$ cat src/shared/tdf_pkg.sv
// Constants, carriers and states shared by the time/date and tachograph framer.
// Assumes one 125 MHz clock and a CAN controller that drains the byte stream.
//
// Functional notes
// - Time/date byte 1: seconds at 0.25 s per count, zero offset.
// - Time/date byte 2: minutes at one minute per count, zero offset.
// - Time/date byte 3: hours at one hour per count, zero offset.
// - Time/date byte 4: month at one month per count, zero offset.
// - Time/date byte 5: day at a quarter day per count, zero offset.
// - Day counts elapsed quarter days in the month; first day midnight is zero.
// - Time/date byte 6: year at one year per count, zero meaning 1985.
// - Time/date bytes 7 and 8, local offsets, are sent as not available.
// - Output shaft speed is sent at 0.125 rpm per count, zero offset.
// - Vehicle speed is sent at 1/256 km/h per count, zero offset.
// - Driver status: both driver working state fields sent as not available.
// - First-driver byte: overspeed, card and time states sent as not available.
// - Second-driver byte: card and time states not available; top bits undefined.
// - Information byte: direction, performance, handling and event not available.
// - Driver status: drive recognition bits 7 and 8 sent as not available.
`default_nettype none

package tdf_pkg;

	// ---------------------------------------------------------------
	// Frame layout
	// ---------------------------------------------------------------
	localparam int         TDF_PAYLOAD_BYTES  = 8;
	localparam logic [2:0] TDF_LAST_BYTE      = 3'h7;
	localparam logic [7:0] TDF_NOT_AVAILABLE  = 8'hFF;
	localparam int         TDF_FIFO_DEPTH     = 32;

	// Byte positions inside the time/date payload, counted from zero.
	localparam int TDF_TD_SECONDS = 0;
	localparam int TDF_TD_MINUTES = 1;
	localparam int TDF_TD_HOURS   = 2;
	localparam int TDF_TD_MONTH   = 3;
	localparam int TDF_TD_DAY     = 4;
	localparam int TDF_TD_YEAR    = 5;

	// Byte positions of the speed fields inside the tachograph tail.
	localparam int TDF_TC_SHAFT_LOW  = 4;
	localparam int TDF_TC_SHAFT_HIGH = 5;
	localparam int TDF_TC_SPEED_LOW  = 6;
	localparam int TDF_TC_SPEED_HIGH = 7;

	// ---------------------------------------------------------------
	// Identifier fields
	// ---------------------------------------------------------------
	localparam logic [2:0] TDF_TD_PRIORITY    = 3'h6;
	localparam logic [2:0] TDF_TC_PRIORITY    = 3'h3;
	localparam logic       TDF_DATA_PAGE      = 1'h0;
	localparam logic       TDF_RESERVED_BIT   = 1'h0;
	localparam logic [7:0] TDF_PDU_FORMAT     = 8'hFE;
	localparam logic [7:0] TDF_TD_PDU_SPECIFIC = 8'hE6;
	localparam logic [7:0] TDF_TC_PDU_SPECIFIC = 8'h6C;

	// ---------------------------------------------------------------
	// Scales and limits
	// ---------------------------------------------------------------
	localparam logic [5:0]  TDF_SECONDS_LIMIT  = 6'h3C;
	localparam logic [5:0]  TDF_MINUTES_LIMIT  = 6'h3C;
	localparam logic [4:0]  TDF_HOURS_LIMIT    = 5'h18;
	localparam logic [4:0]  TDF_HOURS_PER_QUARTER_DAY = 5'h06;
	localparam logic [3:0]  TDF_MONTH_FIRST    = 4'h1;
	localparam logic [3:0]  TDF_MONTH_LAST     = 4'hC;
	localparam logic [4:0]  TDF_DAY_FIRST      = 5'h01;
	localparam logic [11:0] TDF_YEAR_OFFSET    = 12'h7C1;
	localparam logic [11:0] TDF_YEAR_MAX_COUNT = 12'h0FA;

	// ---------------------------------------------------------------
	// Carriers
	// ---------------------------------------------------------------
	typedef struct packed {
		logic [1:0]  quarterSecond; // Quarter of the current second.
		logic [5:0]  seconds;       // 0 to 59.
		logic [5:0]  minutes;       // 0 to 59.
		logic [4:0]  hours;         // 0 to 23.
		logic [3:0]  month;         // 1 to 12.
		logic [4:0]  day;           // Day of month, 1 to 31.
		logic [11:0] year;          // Calendar year.
	} tdf_time_type;

	typedef struct packed {
		logic [15:0] shaftSpeed;   // Output shaft speed, 0.125 rpm per count.
		logic [15:0] vehicleSpeed; // Vehicle speed, 1/256 km/h per count.
	} tdf_tacho_type;

	typedef struct packed {
		logic [28:0] identifier; // Extended CAN identifier of the frame.
		logic        first;      // Set on the first payload byte.
		logic        last;       // Set on the eighth payload byte.
		logic [7:0]  data;       // Payload byte.
	} tdf_beat_type;

	typedef enum logic [0:0] {
		TDF_IDLE = 1'b0,
		TDF_SEND = 1'b1
	} tdf_state_type;

endpackage : tdf_pkg

`default_nettype wire

$ cat src/core/tdf_framer.sv
// Time/date and tachograph tail framer with its output FIFO.
// Requests come from logic on the same clock; the sink applies back-pressure.
`default_nettype none

// ---------------------------------------------------------------
// Output FIFO
// ---------------------------------------------------------------
module tdf_fifo #(
	parameter int WIDTH = 8,  // Word width.
	parameter int DEPTH = 32  // Words held in the array.
) (
	input  wire logic             clock,    // System clock.
	input  wire logic             reset,    // Synchronous reset, active high.
	input  wire logic [WIDTH-1:0] inData,   // Word to store.
	input  wire logic             inValid,  // Word offered.
	output var  logic             inReady,  // Room in the array.
	output var  logic [WIDTH-1:0] outData,  // Head word, registered.
	output var  logic             outValid, // Head word present.
	input  wire logic             outReady  // Sink takes the head word.
);
	localparam int AW = $clog2(DEPTH);
	localparam int CW = $clog2(DEPTH + 1);
	localparam logic [CW-1:0] FULL_COUNT = CW'(DEPTH);

	logic [WIDTH-1:0] store [DEPTH];
	logic [AW-1:0]    writePointer;
	logic [AW-1:0]    readPointer;
	logic [CW-1:0]    count;
	logic [AW-1:0]    next_writePointer;
	logic [AW-1:0]    next_readPointer;
	logic [CW-1:0]    next_count;
	logic [WIDTH-1:0] next_outData;
	logic             next_outValid;
	logic             push;
	logic             pop;

	always_comb begin
		inReady = (count != FULL_COUNT);
		push = inValid && inReady;
		// The output stage refills whenever it is empty or being taken and the array holds a word.
		pop = (count != '0) && (!outValid || outReady);
		next_writePointer = push ? writePointer + AW'(1) : writePointer;
		next_readPointer = pop ? readPointer + AW'(1) : readPointer;
		next_count = count + CW'(push) - CW'(pop);
		next_outData = pop ? store[readPointer] : outData;
		next_outValid = pop ? 1'b1 : (outValid && !outReady);
	end

	always_ff @(posedge clock) begin
		if (push) begin
			store[writePointer] <= inData;
		end
		if (reset) begin
			writePointer <= '0;
			readPointer <= '0;
			count <= '0;
			outData <= '0;
			outValid <= 1'b0;
		end else begin
			writePointer <= next_writePointer;
			readPointer <= next_readPointer;
			count <= next_count;
			outData <= next_outData;
			outValid <= next_outValid;
		end
	end

endmodule // tdf_fifo

// ---------------------------------------------------------------
// Field range check
// ---------------------------------------------------------------
// One copy per calendar field except day, so each checked field's limits sit at one instance.
module tdf_range_check #(
	parameter int WIDTH = 8,   // Field width.
	parameter int FIRST = 0,   // Lowest legal value.
	parameter int LAST  = 255  // Highest legal value.
) (
	input  wire logic [WIDTH-1:0] value,  // Field to check.
	output var  logic             inRange // Value lies between FIRST and LAST.
);
	always_comb begin
		inRange = (int'(value) >= FIRST) && (int'(value) <= LAST);
	end

endmodule // tdf_range_check

// ---------------------------------------------------------------
// Framer
// ---------------------------------------------------------------
module tdf_framer (
	input  wire logic                   clock,           // System clock, 125 MHz.
	input  wire logic                   reset,           // Synchronous reset, active high.
	input  wire tdf_pkg::tdf_time_type  timeDate,        // Current calendar time.
	input  wire tdf_pkg::tdf_tacho_type tacho,           // Current speeds.
	input  wire logic [7:0]             sourceAddress,   // Own network address.
	input  wire logic                   timeDateRequest, // Pulse: a node asked for time/date.
	input  wire logic                   tachoRequest,    // Pulse: send a tachograph tail.
	output var  tdf_pkg::tdf_beat_type  beat,            // Outgoing payload byte.
	output var  logic                   beatValid,       // Beat offered.
	input  wire logic                   beatReady        // Controller takes the beat.
);
	import tdf_pkg::*;

	tdf_state_type state;
	tdf_state_type next_state;
	logic [TDF_PAYLOAD_BYTES-1:0][7:0] payload;
	logic [TDF_PAYLOAD_BYTES-1:0][7:0] next_payload;
	logic [TDF_PAYLOAD_BYTES-1:0][7:0] timeBytes;
	logic [TDF_PAYLOAD_BYTES-1:0][7:0] tachoBytes;
	logic [28:0]   identifier;
	logic [28:0]   next_identifier;
	logic [2:0]    byteIndex;
	logic [2:0]    next_byteIndex;
	logic          pendingTime;
	logic          pendingTacho;
	logic          next_pendingTime;
	logic          next_pendingTacho;
	logic [4:0]    quarterOfDay;
	logic [4:0]    elapsedDays;
	logic [11:0]   yearCount;
	tdf_beat_type  fifoData;
	logic          fifoValid;
	logic          fifoReady;
	logic          secondsValid;
	logic          minutesValid;
	logic          hoursValid;
	logic          monthValid;
	logic          yearValid;

	// ---------------------------------------------------------------
	// Field range checks
	// ---------------------------------------------------------------
	tdf_range_check #(
		.WIDTH ($bits(timeDate.seconds)),
		.FIRST (0),
		.LAST  (int'(TDF_SECONDS_LIMIT) - 1)
	) secondsCheck (
		.value   (timeDate.seconds),
		.inRange (secondsValid)
	);

	tdf_range_check #(
		.WIDTH ($bits(timeDate.minutes)),
		.FIRST (0),
		.LAST  (int'(TDF_MINUTES_LIMIT) - 1)
	) minutesCheck (
		.value   (timeDate.minutes),
		.inRange (minutesValid)
	);

	tdf_range_check #(
		.WIDTH ($bits(timeDate.hours)),
		.FIRST (0),
		.LAST  (int'(TDF_HOURS_LIMIT) - 1)
	) hoursCheck (
		.value   (timeDate.hours),
		.inRange (hoursValid)
	);

	tdf_range_check #(
		.WIDTH ($bits(timeDate.month)),
		.FIRST (int'(TDF_MONTH_FIRST)),
		.LAST  (int'(TDF_MONTH_LAST))
	) monthCheck (
		.value   (timeDate.month),
		.inRange (monthValid)
	);

	tdf_range_check #(
		.WIDTH ($bits(timeDate.year)),
		.FIRST (int'(TDF_YEAR_OFFSET)),
		.LAST  (int'(TDF_YEAR_OFFSET) + int'(TDF_YEAR_MAX_COUNT))
	) yearCheck (
		.value   (timeDate.year),
		.inRange (yearValid)
	);

	// ---------------------------------------------------------------
	// Payload encoding
	// ---------------------------------------------------------------
	// A field whose input is out of range is sent as not available rather
	// than as a wrapped value that a receiver would take for a real time.
	always_comb begin
		timeBytes = {TDF_PAYLOAD_BYTES{TDF_NOT_AVAILABLE}};
		quarterOfDay = timeDate.hours / TDF_HOURS_PER_QUARTER_DAY;
		elapsedDays = timeDate.day - TDF_DAY_FIRST;
		yearCount = timeDate.year - TDF_YEAR_OFFSET;
		if (secondsValid) begin
			timeBytes[TDF_TD_SECONDS] = {timeDate.seconds, timeDate.quarterSecond};
		end
		if (minutesValid) begin
			timeBytes[TDF_TD_MINUTES] = {2'h0, timeDate.minutes};
		end
		if (hoursValid) begin
			timeBytes[TDF_TD_HOURS] = {3'h0, timeDate.hours};
		end
		if (monthValid) begin
			timeBytes[TDF_TD_MONTH] = {4'h0, timeDate.month};
		end
		if (timeDate.day >= TDF_DAY_FIRST && hoursValid) begin
			// Whole elapsed days times four plus the quarter now running.
			timeBytes[TDF_TD_DAY] = {1'h0, elapsedDays, quarterOfDay[1:0]};
		end
		if (yearValid) begin
			timeBytes[TDF_TD_YEAR] = yearCount[7:0];
		end
	end

	always_comb begin
		// Status, both driver bytes and information byte: every field all ones.
		tachoBytes = {TDF_PAYLOAD_BYTES{TDF_NOT_AVAILABLE}};
		tachoBytes[TDF_TC_SHAFT_LOW] = tacho.shaftSpeed[7:0];
		tachoBytes[TDF_TC_SHAFT_HIGH] = tacho.shaftSpeed[15:8];
		tachoBytes[TDF_TC_SPEED_LOW] = tacho.vehicleSpeed[7:0];
		tachoBytes[TDF_TC_SPEED_HIGH] = tacho.vehicleSpeed[15:8];
	end

	// ---------------------------------------------------------------
	// Frame sequencer
	// ---------------------------------------------------------------
	// Time/date wins when both are pending; the tail starts after one idle cycle.
	// The payload is captured when a frame starts so that all eight bytes
	// belong to the same instant even while the FIFO stalls the stream.
	always_comb begin
		next_state = state;
		next_payload = payload;
		next_identifier = identifier;
		next_byteIndex = byteIndex;
		// A request in the cycle its flag is consumed stays pending.
		next_pendingTime = pendingTime || timeDateRequest;
		next_pendingTacho = pendingTacho || tachoRequest;
		fifoValid = (state == TDF_SEND);
		fifoData.identifier = identifier;
		fifoData.first = (byteIndex == 3'h0);
		fifoData.last = (byteIndex == TDF_LAST_BYTE);
		fifoData.data = payload[byteIndex];
		case (state)
			TDF_IDLE: begin
				if (pendingTime) begin
					next_state = TDF_SEND;
					next_payload = timeBytes;
					next_identifier = {TDF_TD_PRIORITY, TDF_RESERVED_BIT, TDF_DATA_PAGE,
						TDF_PDU_FORMAT, TDF_TD_PDU_SPECIFIC, sourceAddress};
					next_byteIndex = 3'h0;
					next_pendingTime = timeDateRequest;
				end else if (pendingTacho) begin
					next_state = TDF_SEND;
					next_payload = tachoBytes;
					next_identifier = {TDF_TC_PRIORITY, TDF_RESERVED_BIT, TDF_DATA_PAGE,
						TDF_PDU_FORMAT, TDF_TC_PDU_SPECIFIC, sourceAddress};
					next_byteIndex = 3'h0;
					next_pendingTacho = tachoRequest;
				end
			end
			TDF_SEND: begin
				if (fifoReady) begin
					if (byteIndex == TDF_LAST_BYTE) begin
						next_state = TDF_IDLE;
					end else begin
						next_byteIndex = byteIndex + 3'h1;
					end
				end
			end
			default: begin
				next_state = TDF_IDLE;
			end
		endcase
	end

	always_ff @(posedge clock) begin
		if (reset) begin
			state <= TDF_IDLE;
			payload <= '0;
			identifier <= '0;
			byteIndex <= 3'h0;
			pendingTime <= 1'b0;
			pendingTacho <= 1'b0;
		end else begin
			state <= next_state;
			payload <= next_payload;
			identifier <= next_identifier;
			byteIndex <= next_byteIndex;
			pendingTime <= next_pendingTime;
			pendingTacho <= next_pendingTacho;
		end
	end

	// ---------------------------------------------------------------
	// Output buffer
	// ---------------------------------------------------------------
	// Its registered head drives the outputs; a full FIFO stalls the sequencer.
	tdf_fifo #(
		.WIDTH ($bits(tdf_beat_type)),
		.DEPTH (TDF_FIFO_DEPTH)
	) outputFifo (
		.clock    (clock),
		.reset    (reset),
		.inData   (fifoData),
		.inValid  (fifoValid),
		.inReady  (fifoReady),
		.outData  (beat),
		.outValid (beatValid),
		.outReady (beatReady)
	);

endmodule // tdf_framer

`default_nettype wire

$ cat config.mk
export PLATFORM = sky130hd
export DESIGN_NAME = tdf_framer
export DESIGN_NICKNAME = d
export VERILOG_FILES = /design/src/shared/tdf_pkg.sv /design/src/core/tdf_framer.sv
export SDC_FILE = /design/constraint.sdc
export NUM_CORES = 1
export LEC_CHECK = 0
export BUFFER_PORTS_ARGS = -buffer_cell sky130_fd_sc_hd__buf_2
export CAP_MARGIN = 10
export CELL_PAD_IN_SITES_DETAIL_PLACEMENT = 0
export CELL_PAD_IN_SITES_GLOBAL_PLACEMENT = 1
export CORE_MARGIN = 2
export CORE_UTILIZATION = 50
export CTS_BUF_LIST = sky130_fd_sc_hd__clkbuf_8
export CTS_CLUSTER_SIZE = 30
export DETAILED_ROUTE_END_ITERATION = 8
export PLACE_DENSITY_LB_ADDON = 0.1
export SLEW_MARGIN = 20
export SYNTH_ARGS = -nofsm -noshare
export SYNTH_HDL_FRONTEND = slang
export SYNTH_SLANG_ARGS = --single-unit
$ cat constraint.sdc
create_clock -name clock -period 6.35 [get_ports clock]
set_input_delay 0.9525 -clock clock [delete_from_list [all_inputs] [get_ports clock]]
set_output_delay 0.9525 -clock clock [all_outputs]
set_load 0.01 [all_outputs]
## Word level (Yosys, flattened, before mapping)

Memory sizes are Yosys's and may differ from the RTL's. A register that Yosys moved wholly into a read port is not among the register bits.
Index checks and enable logic that the tools add are counted.

| cells by class | value |
|---|---|
| order comparisons | 9 |
| equality and inequality tests | 5 |
| divide/modulo/power cells | 1 |
| bitwise operators | 1 |
| reduce and logical (&&, ||, !) cells | 16 |
| multiplexer cells | 30 |
| add/sub/neg operators | 7 |

Operators by type and width:

| kind | number |
|---|---|
| 64-bit two-way mux | 2 |
| 29-bit two-way mux | 2 |
| 8-bit two-way mux | 7 |
| 8-bit binary-select mux with 3-bit select | 1 |
| 12-bit by 11-bit >= comparator with 1-bit output (second input constant) | 1 |
| 12-bit less-or-equal comparator (second input constant) | 1 |
| 6-bit less-or-equal comparator (second input constant) | 2 |
| 1-bit two-way mux | 12 |
| 3-bit two-way mux | 4 |
| 5-bit by 1-bit adder with 5-bit output (second input constant) | 2 |
| 8-bit subtractor (second input constant) | 1 |
| 6-bit by 1-bit adder with 6-bit output | 1 |
| 1-bit logical AND | 6 |
| 6-bit inequality test (second input constant) | 1 |
| 3-bit one-hot mux with 2 select lines | 1 |
| 6-bit nonzero test | 1 |
| 6-bit by 1-bit subtractor with 6-bit output | 1 |
| 5-bit by 3-bit divider with 5-bit output (second input constant) | 1 |
| 5-bit by 1-bit >= comparator with 1-bit output (second input constant) | 1 |
| 5-bit less-or-equal comparator (second input constant) | 1 |
| 5-bit by 1-bit subtractor with 5-bit output (second input constant) | 1 |
| 4-bit by 1-bit >= comparator with 1-bit output (second input constant) | 1 |
| 4-bit less-or-equal comparator (second input constant) | 1 |
| 3-bit by 4-bit less-than comparator with 1-bit output (second input constant) | 1 |
| 13 further kinds | 16 |

| word-level totals | value |
|---|---|
| register bits after elaboration | 116 |
| memories kept | 1 |
| input port bits | 85 |
| bits in writable memories | 1,248 |
| word-level logic and storage cells | 87 |
| output and inout port bits | 40 |

Memories:

| memory | depth | width | read ports | clocked after memory_dff | write ports | RTL line | source |
|---|---|---|---|---|---|---|---|
| outputFifo.store | 32 | 39 | 1 | 1 | 1 | tdf_framer.sv:25 | `logic [WIDTH-1:0] store [DEPTH];` |

## Depth between registers and ports, before layout

| depth | value |
|---|---|
| word-level depth | 4 |
| gate-level depth with buffers | 15 |
| gate-level depth less buffers | 14 |

## Modules after synthesis

A second synthesis with hierarchy kept.

| second synthesis, totals | value |
|---|---|
| cells, all modules | 2,695 |
| area, all modules | 52,964.5 um^2 |

Modules (own cells, without submodules):

| module | instances | cells each | area each (um^2) | seq. area each (um^2) |
|---|---|---|---|---|
| tdf_fifo | 1 | 2,272 | 49,302.3 | 38,597.0 |
| tdf_framer | 1 | 408 | 3,557.2 | 1,501.4 |
| tdf_range_check (yearCheck) | 1 | 9 | 62.6 | 0.0 |
| tdf_range_check (monthCheck) | 1 | 3 | 26.3 | 0.0 |
| tdf_range_check (minutesCheck ...) | 2 | 1 | 6.3 | 0.0 |
| tdf_range_check (hoursCheck) | 1 | 1 | 3.8 | 0.0 |

## Worst setup path before layout

No wires, ideal clock.

| timing path | value |
|---|---|
| path kind | input to register |
| from | in beatReady |
| to | reg outputFifo.count[5] |
| data required time | 6,216 ps |
| path buffers | 1 |
| cell stages on the path | 11 |
| setup time | 134 ps |
| arrival | 3,048 ps |
| path slack | 3,168 ps |
| cells stage by stage | nand2b_1 nor2b_1 clkbuf_1 ha_1 inv_1 ha_1 a21o_1 a21oi_1 o21bai_1 and4b_1 or4_1 |

| on the way | value |
|---|---|
| word-level cells in the longest chain between the ends | 3 |

RTL lines:

| item | RTL line | source |
|---|---|---|
| start, declared | tdf_framer.sv:101 | `input wire logic beatReady` |
| 1-bit logical OR | tdf_framer.sv:41 | `pop = (count != '0) && (!outValid \|\| outReady);` |
| 1-bit logical AND | tdf_framer.sv:41 |  |
| via outputFifo.pop | tdf_framer.sv:35 | `logic pop;` |
| 6-bit by 1-bit subtractor with 6-bit output | tdf_framer.sv:44 | `next_count = count + CW'(push) - CW'(pop);` |
| end signal, assigned | tdf_framer.sv:62 | `count <= next_count;` |
| end, declared | tdf_framer.sv:28 | `logic [CW-1:0] count;` |

The timed path passes the listed nets, and every way through them passes these cells.
A chain may end at the register's enable or synchronous reset.

## Final worst setup path

| timing path | value |
|---|---|
| from | reg state (netlist: fifoValid) |
| to | mem outputFifo.store[16][13] (netlist bit) (enable) |

| on the way | value |
|---|---|
| word-level cells in the longest chain between the ends | 3 |

RTL lines:

| item | RTL line | source |
|---|---|---|
| start, declared | tdf_framer.sv:105 | `tdf_state_type state;` |
| start signal, assigned | tdf_framer.sv:280 | `state <= next_state;` |
| 1-bit logical AND | tdf_framer.sv:39 | `push = inValid && inReady;` |
| 1-bit two-way mux | tdf_framer.sv:50 | `if (push) begin` |
| 1-bit two-way mux (implied by the code) | tdf_framer.sv:51 | `store[writePointer] <= inData;` |
| end, declared | tdf_framer.sv:25 |  |

No other way between the ends.

==> results.json <==
{
  "fp.dieW_um": 253,
  "vias_per_cell": 5.93,
  "comb_power_share": 0.196,
  "numCtsBuffers": 121,
  "htreeDepth": 3,
  "dpl.hpwl_um": 45100,
  "synthTopCellsByCount": "672 x edfxtp_1, 144 x nor2_1, 130 x mux2i_1",
  "leakage_nw": 11.7,
  "nets": 2088,
  "gp_congestion": 0.787,
  "cts_tree": "yes",
  "skew_ns": 0.0331,
  "p_per_area_nw_per_um2": 357,
  "post-route-period-util": 0.552,
  "synthCells": 1803,
  "path_cells": "inv_1 > a41oi_1 > buf_4 > nand2_1 > nor2_2 > buf_4",
  "clockBufferDepth": 3,
  "rows": 91,
  "pwr-share-seq": 0.495,
  "die-area_um2": 63900,
  "antenna_found_initial": 3,
  "clk_pin_slew_ns": 0.06,
  "synth_edf_count": 672,
  "synth.distinct_cells": 59,
  "ys_ff_latch": 785,
  "synth.area.top_cells": "edfxtp_1 65%, mux4_2 8.6%, dfxtp_1 7.3%",
  "critical_path.max_stage_delay_ns": 0.98,
  "path_max_fanout": 20,
  "vias": 17000,
  "grt_pass1_vias": 17400,
  "setup_viol": 0,
  "synth.avg_cell_area_um2": 17.2,
  "setup_tns_ns": 0,
  "fin_ws_ns": 2.84,
  "path_buf_inv": 3,
  "worst_ep_arrival_time_ns": 3.91,
  "cts.sinks": 785,
  "use_met3": 0.0457,
  "r2r_start": "fifoValid$_SDFF_PP0_",
  "hold_depth": 1,
  "p_clk_frac": 0.309,
  "holdWs_ns": 0.450,
  "maxSlewHeadroom": 0.234,
  "synth_top_area_frac": 0.652,
  "endpoint_kind": "flip-flop",
  "drive_gt1_frac": 0.244,
  "yosysWarnings": 0,
  "cts_resized": 0,
  "grt_pass1_wl_um": 112000,
  "ys_seq_area_frac": 0.725,
  "ant_nets": 0,
  "grt_setup_unrepaired": "no",
  "cp_common_cell": "buf_4",
  "slowest_stage": "nor2_2",
  "hp-class": "flip-flop to flip-flop",
  "cp_top_family": "simple AND/OR/NAND/NOR gates",
  "dpl_worst_slack_ns": 2.60,
  "cts_hold_buf": 0,
  "fin_crit_ns": 3.51,
  "critPathKind": "flip-flop to flip-flop",
  "fin_total_pwr_mw": 12.4,
  "postCtsSetupBuffers": 0,
  "grt_overflow": 0,
  "grt_max_degree": 91,
  "mappedNetlistArea_um2": 31000,
  "final_cell_area_um2": 34700,
  "synth_most_common_cell": "edfxtp_1",
  "numPlacedInstances": 2647,
  "fmax_mhz": 285,
  "met1_usage": 0.343,
  "drv_cap": 0,
  "r2r_slack_ns": 2.84,
  "r2r_cells": 6,
  "io-pin-count": 125,
  "crit_cells": 6,
  "hold_path.startpoint": "outputFifo.outData[4]$_SDFFE_PP0P_",
  "ys.flop_type": "edfxtp_1",
  "worst-slew-pin-transition_ns": 1.15,
  "final_util": 0.564,
  "hold_end": "outputFifo.outData[4]$_SDFFE_PP0P_",
  "grt.busiest_layer": "met2",
  "p_int_mw": 8.86,
  "insertion_delay_ns": 0.73,
  "drc": 0,
  "power_switching_mw": 3.52,
  "yosysTopAreaCell": "edfxtp_1",
  "area_growth_pct": 12.0,
  "portBuffers": 119,
  "drt_first_pass_iters": 5,
  "hold_viol_final": 0,
  "p_sw_frac": 0.285,
  "synthArstFlopShare": 0,
  "die_h_um": 253,
  "start_kind": "flip-flop",
  "worstPathRequired_ns": 6.76,
  "clockRootBuffer": "clkbuf_8",
  "peakVddDrop_v": 0.000231,
  "grt_usage": 0.243,
  "wirelength_um": 76300,
  "core_um2": 61500,
  "drt_iter0_markers": 1616,
  "start_util": 0.504,
  "placed_area_um2": 32500,
  "drv_slew": 0,
  "r2r-end": "outputFifo.store[16][13]$_DFFE_PP_",
  "post_drt_wl_per_cell_um": 26.6,
  "grtUsageMet2": 0.384,
  "finalNonFillerCells": 2867,
  "status": "finished, final reports clean"
}
==> area by class of cell <==
type	instances	area, um2
multi-input cells	872	7910
flip-flops and latches	785	22500
well taps	790	988
inverters	25	93.8
fillers	4879	26800
diodes	1	2.50
repair buffers	175	1030
clock inverters	97	499
clock buffers	122	1680
==> placed cells by master (no fill, tap or decap), types with 20 or more instances in the layout <==
master | synthesis | layout
a22oi_1 | 48 | 48
mux4_2 | 118 | 118
nor2_2 | 0 | 28
buf_4 | 31 | 56
ha_1 | 22 | 22
nand2_1 | 49 | 49
dfxtp_1 | 113 | 101
mux2i_1 | 130 | 130
inv_1 | 25 | 68
clkinv_1 | 0 | 33
clkbuf_8 | 0 | 122
a221oi_1 | 20 | 20
nor2_1 | 144 | 108
edfxtp_1 | 672 | 672
buf_2 | 31 | 118
nor3_1 | 45 | 45
a21oi_1 | 39 | 36
o21ai_0 | 33 | 33
o22ai_1 | 60 | 60
a21o_1 | 21 | 21
==> sequential cells by signal, indices dropped and copies added (netlist names) <==
register / cells
outputFifo.store: 672
payload: 58
outputFifo.outData: 21
identifier: 11
outputFifo.count: 6
outputFifo.readPointer: 5
outputFifo.writePointer: 5
byteIndex: 3
fifoValid: 1
outputFifo.outValid: 1
pendingTacho: 1
pendingTime: 1
==> power groups by stage <==
stage                     sequential (mW)  combinational (mW)  clock, mW
after floorplan                      6.08                1.85          0
after global placement               6.24                2.43          0
after detailed placement             6.25                2.45          0
after CTS                            6.14                2.45       3.92
after global routing                 6.16                2.61       4.13
final                                6.13                2.43       3.82
==> how the worst max path moves through the flow <==
| stage | start | end | slack [ns] |
|---|---|---|---|
| finish | fifoValid$_SDFF_PP0_ | outputFifo.store[16][13]$_DFFE_PP_ | 2.84 |
| global route | fifoValid$_SDFF_PP0_ | outputFifo.store[16][13]$_DFFE_PP_ | 2.55 |
| CTS | fifoValid$_SDFF_PP0_ | outputFifo.store[16][13]$_DFFE_PP_ | 2.79 |
| detailed placement | beatReady | outputFifo.count[5]$_SDFF_PP0_ | 2.60 |
| global placement | beatReady | outputFifo.count[5]$_SDFF_PP0_ | 2.64 |
| floorplan | beatReady | outputFifo.count[5]$_SDFF_PP0_ | 3.17 |
==> kinds of logic (layout without fill, tap and decap cells) <==
logic type / after synthesis / after routing / synth area share
flip-flops: 785 / 785 / 0.725
AND/OR/NAND/NOR: 303 / 303 / 0.0455
AO/OA/AOI/OAI: 267 / 267 / 0.0591
multiplexers: 255 / 255 / 0.130
buffers and inverters: 150 / 419 / 0.0254
adder cells (fa/ha/maj): 23 / 23 / 0.00953
XOR/XNOR: 19 / 19 / 0.00537
other: 1 / 6 / 0.000121
==> per-layer routing <==
layer	vias up	routed length (um)
li1	7517	-
met1	8783	33300
met2	605	36200
met3	107	5090
met4	0	1730
met5	-	0
Note: power is estimated with default switching activity, not from simulation.
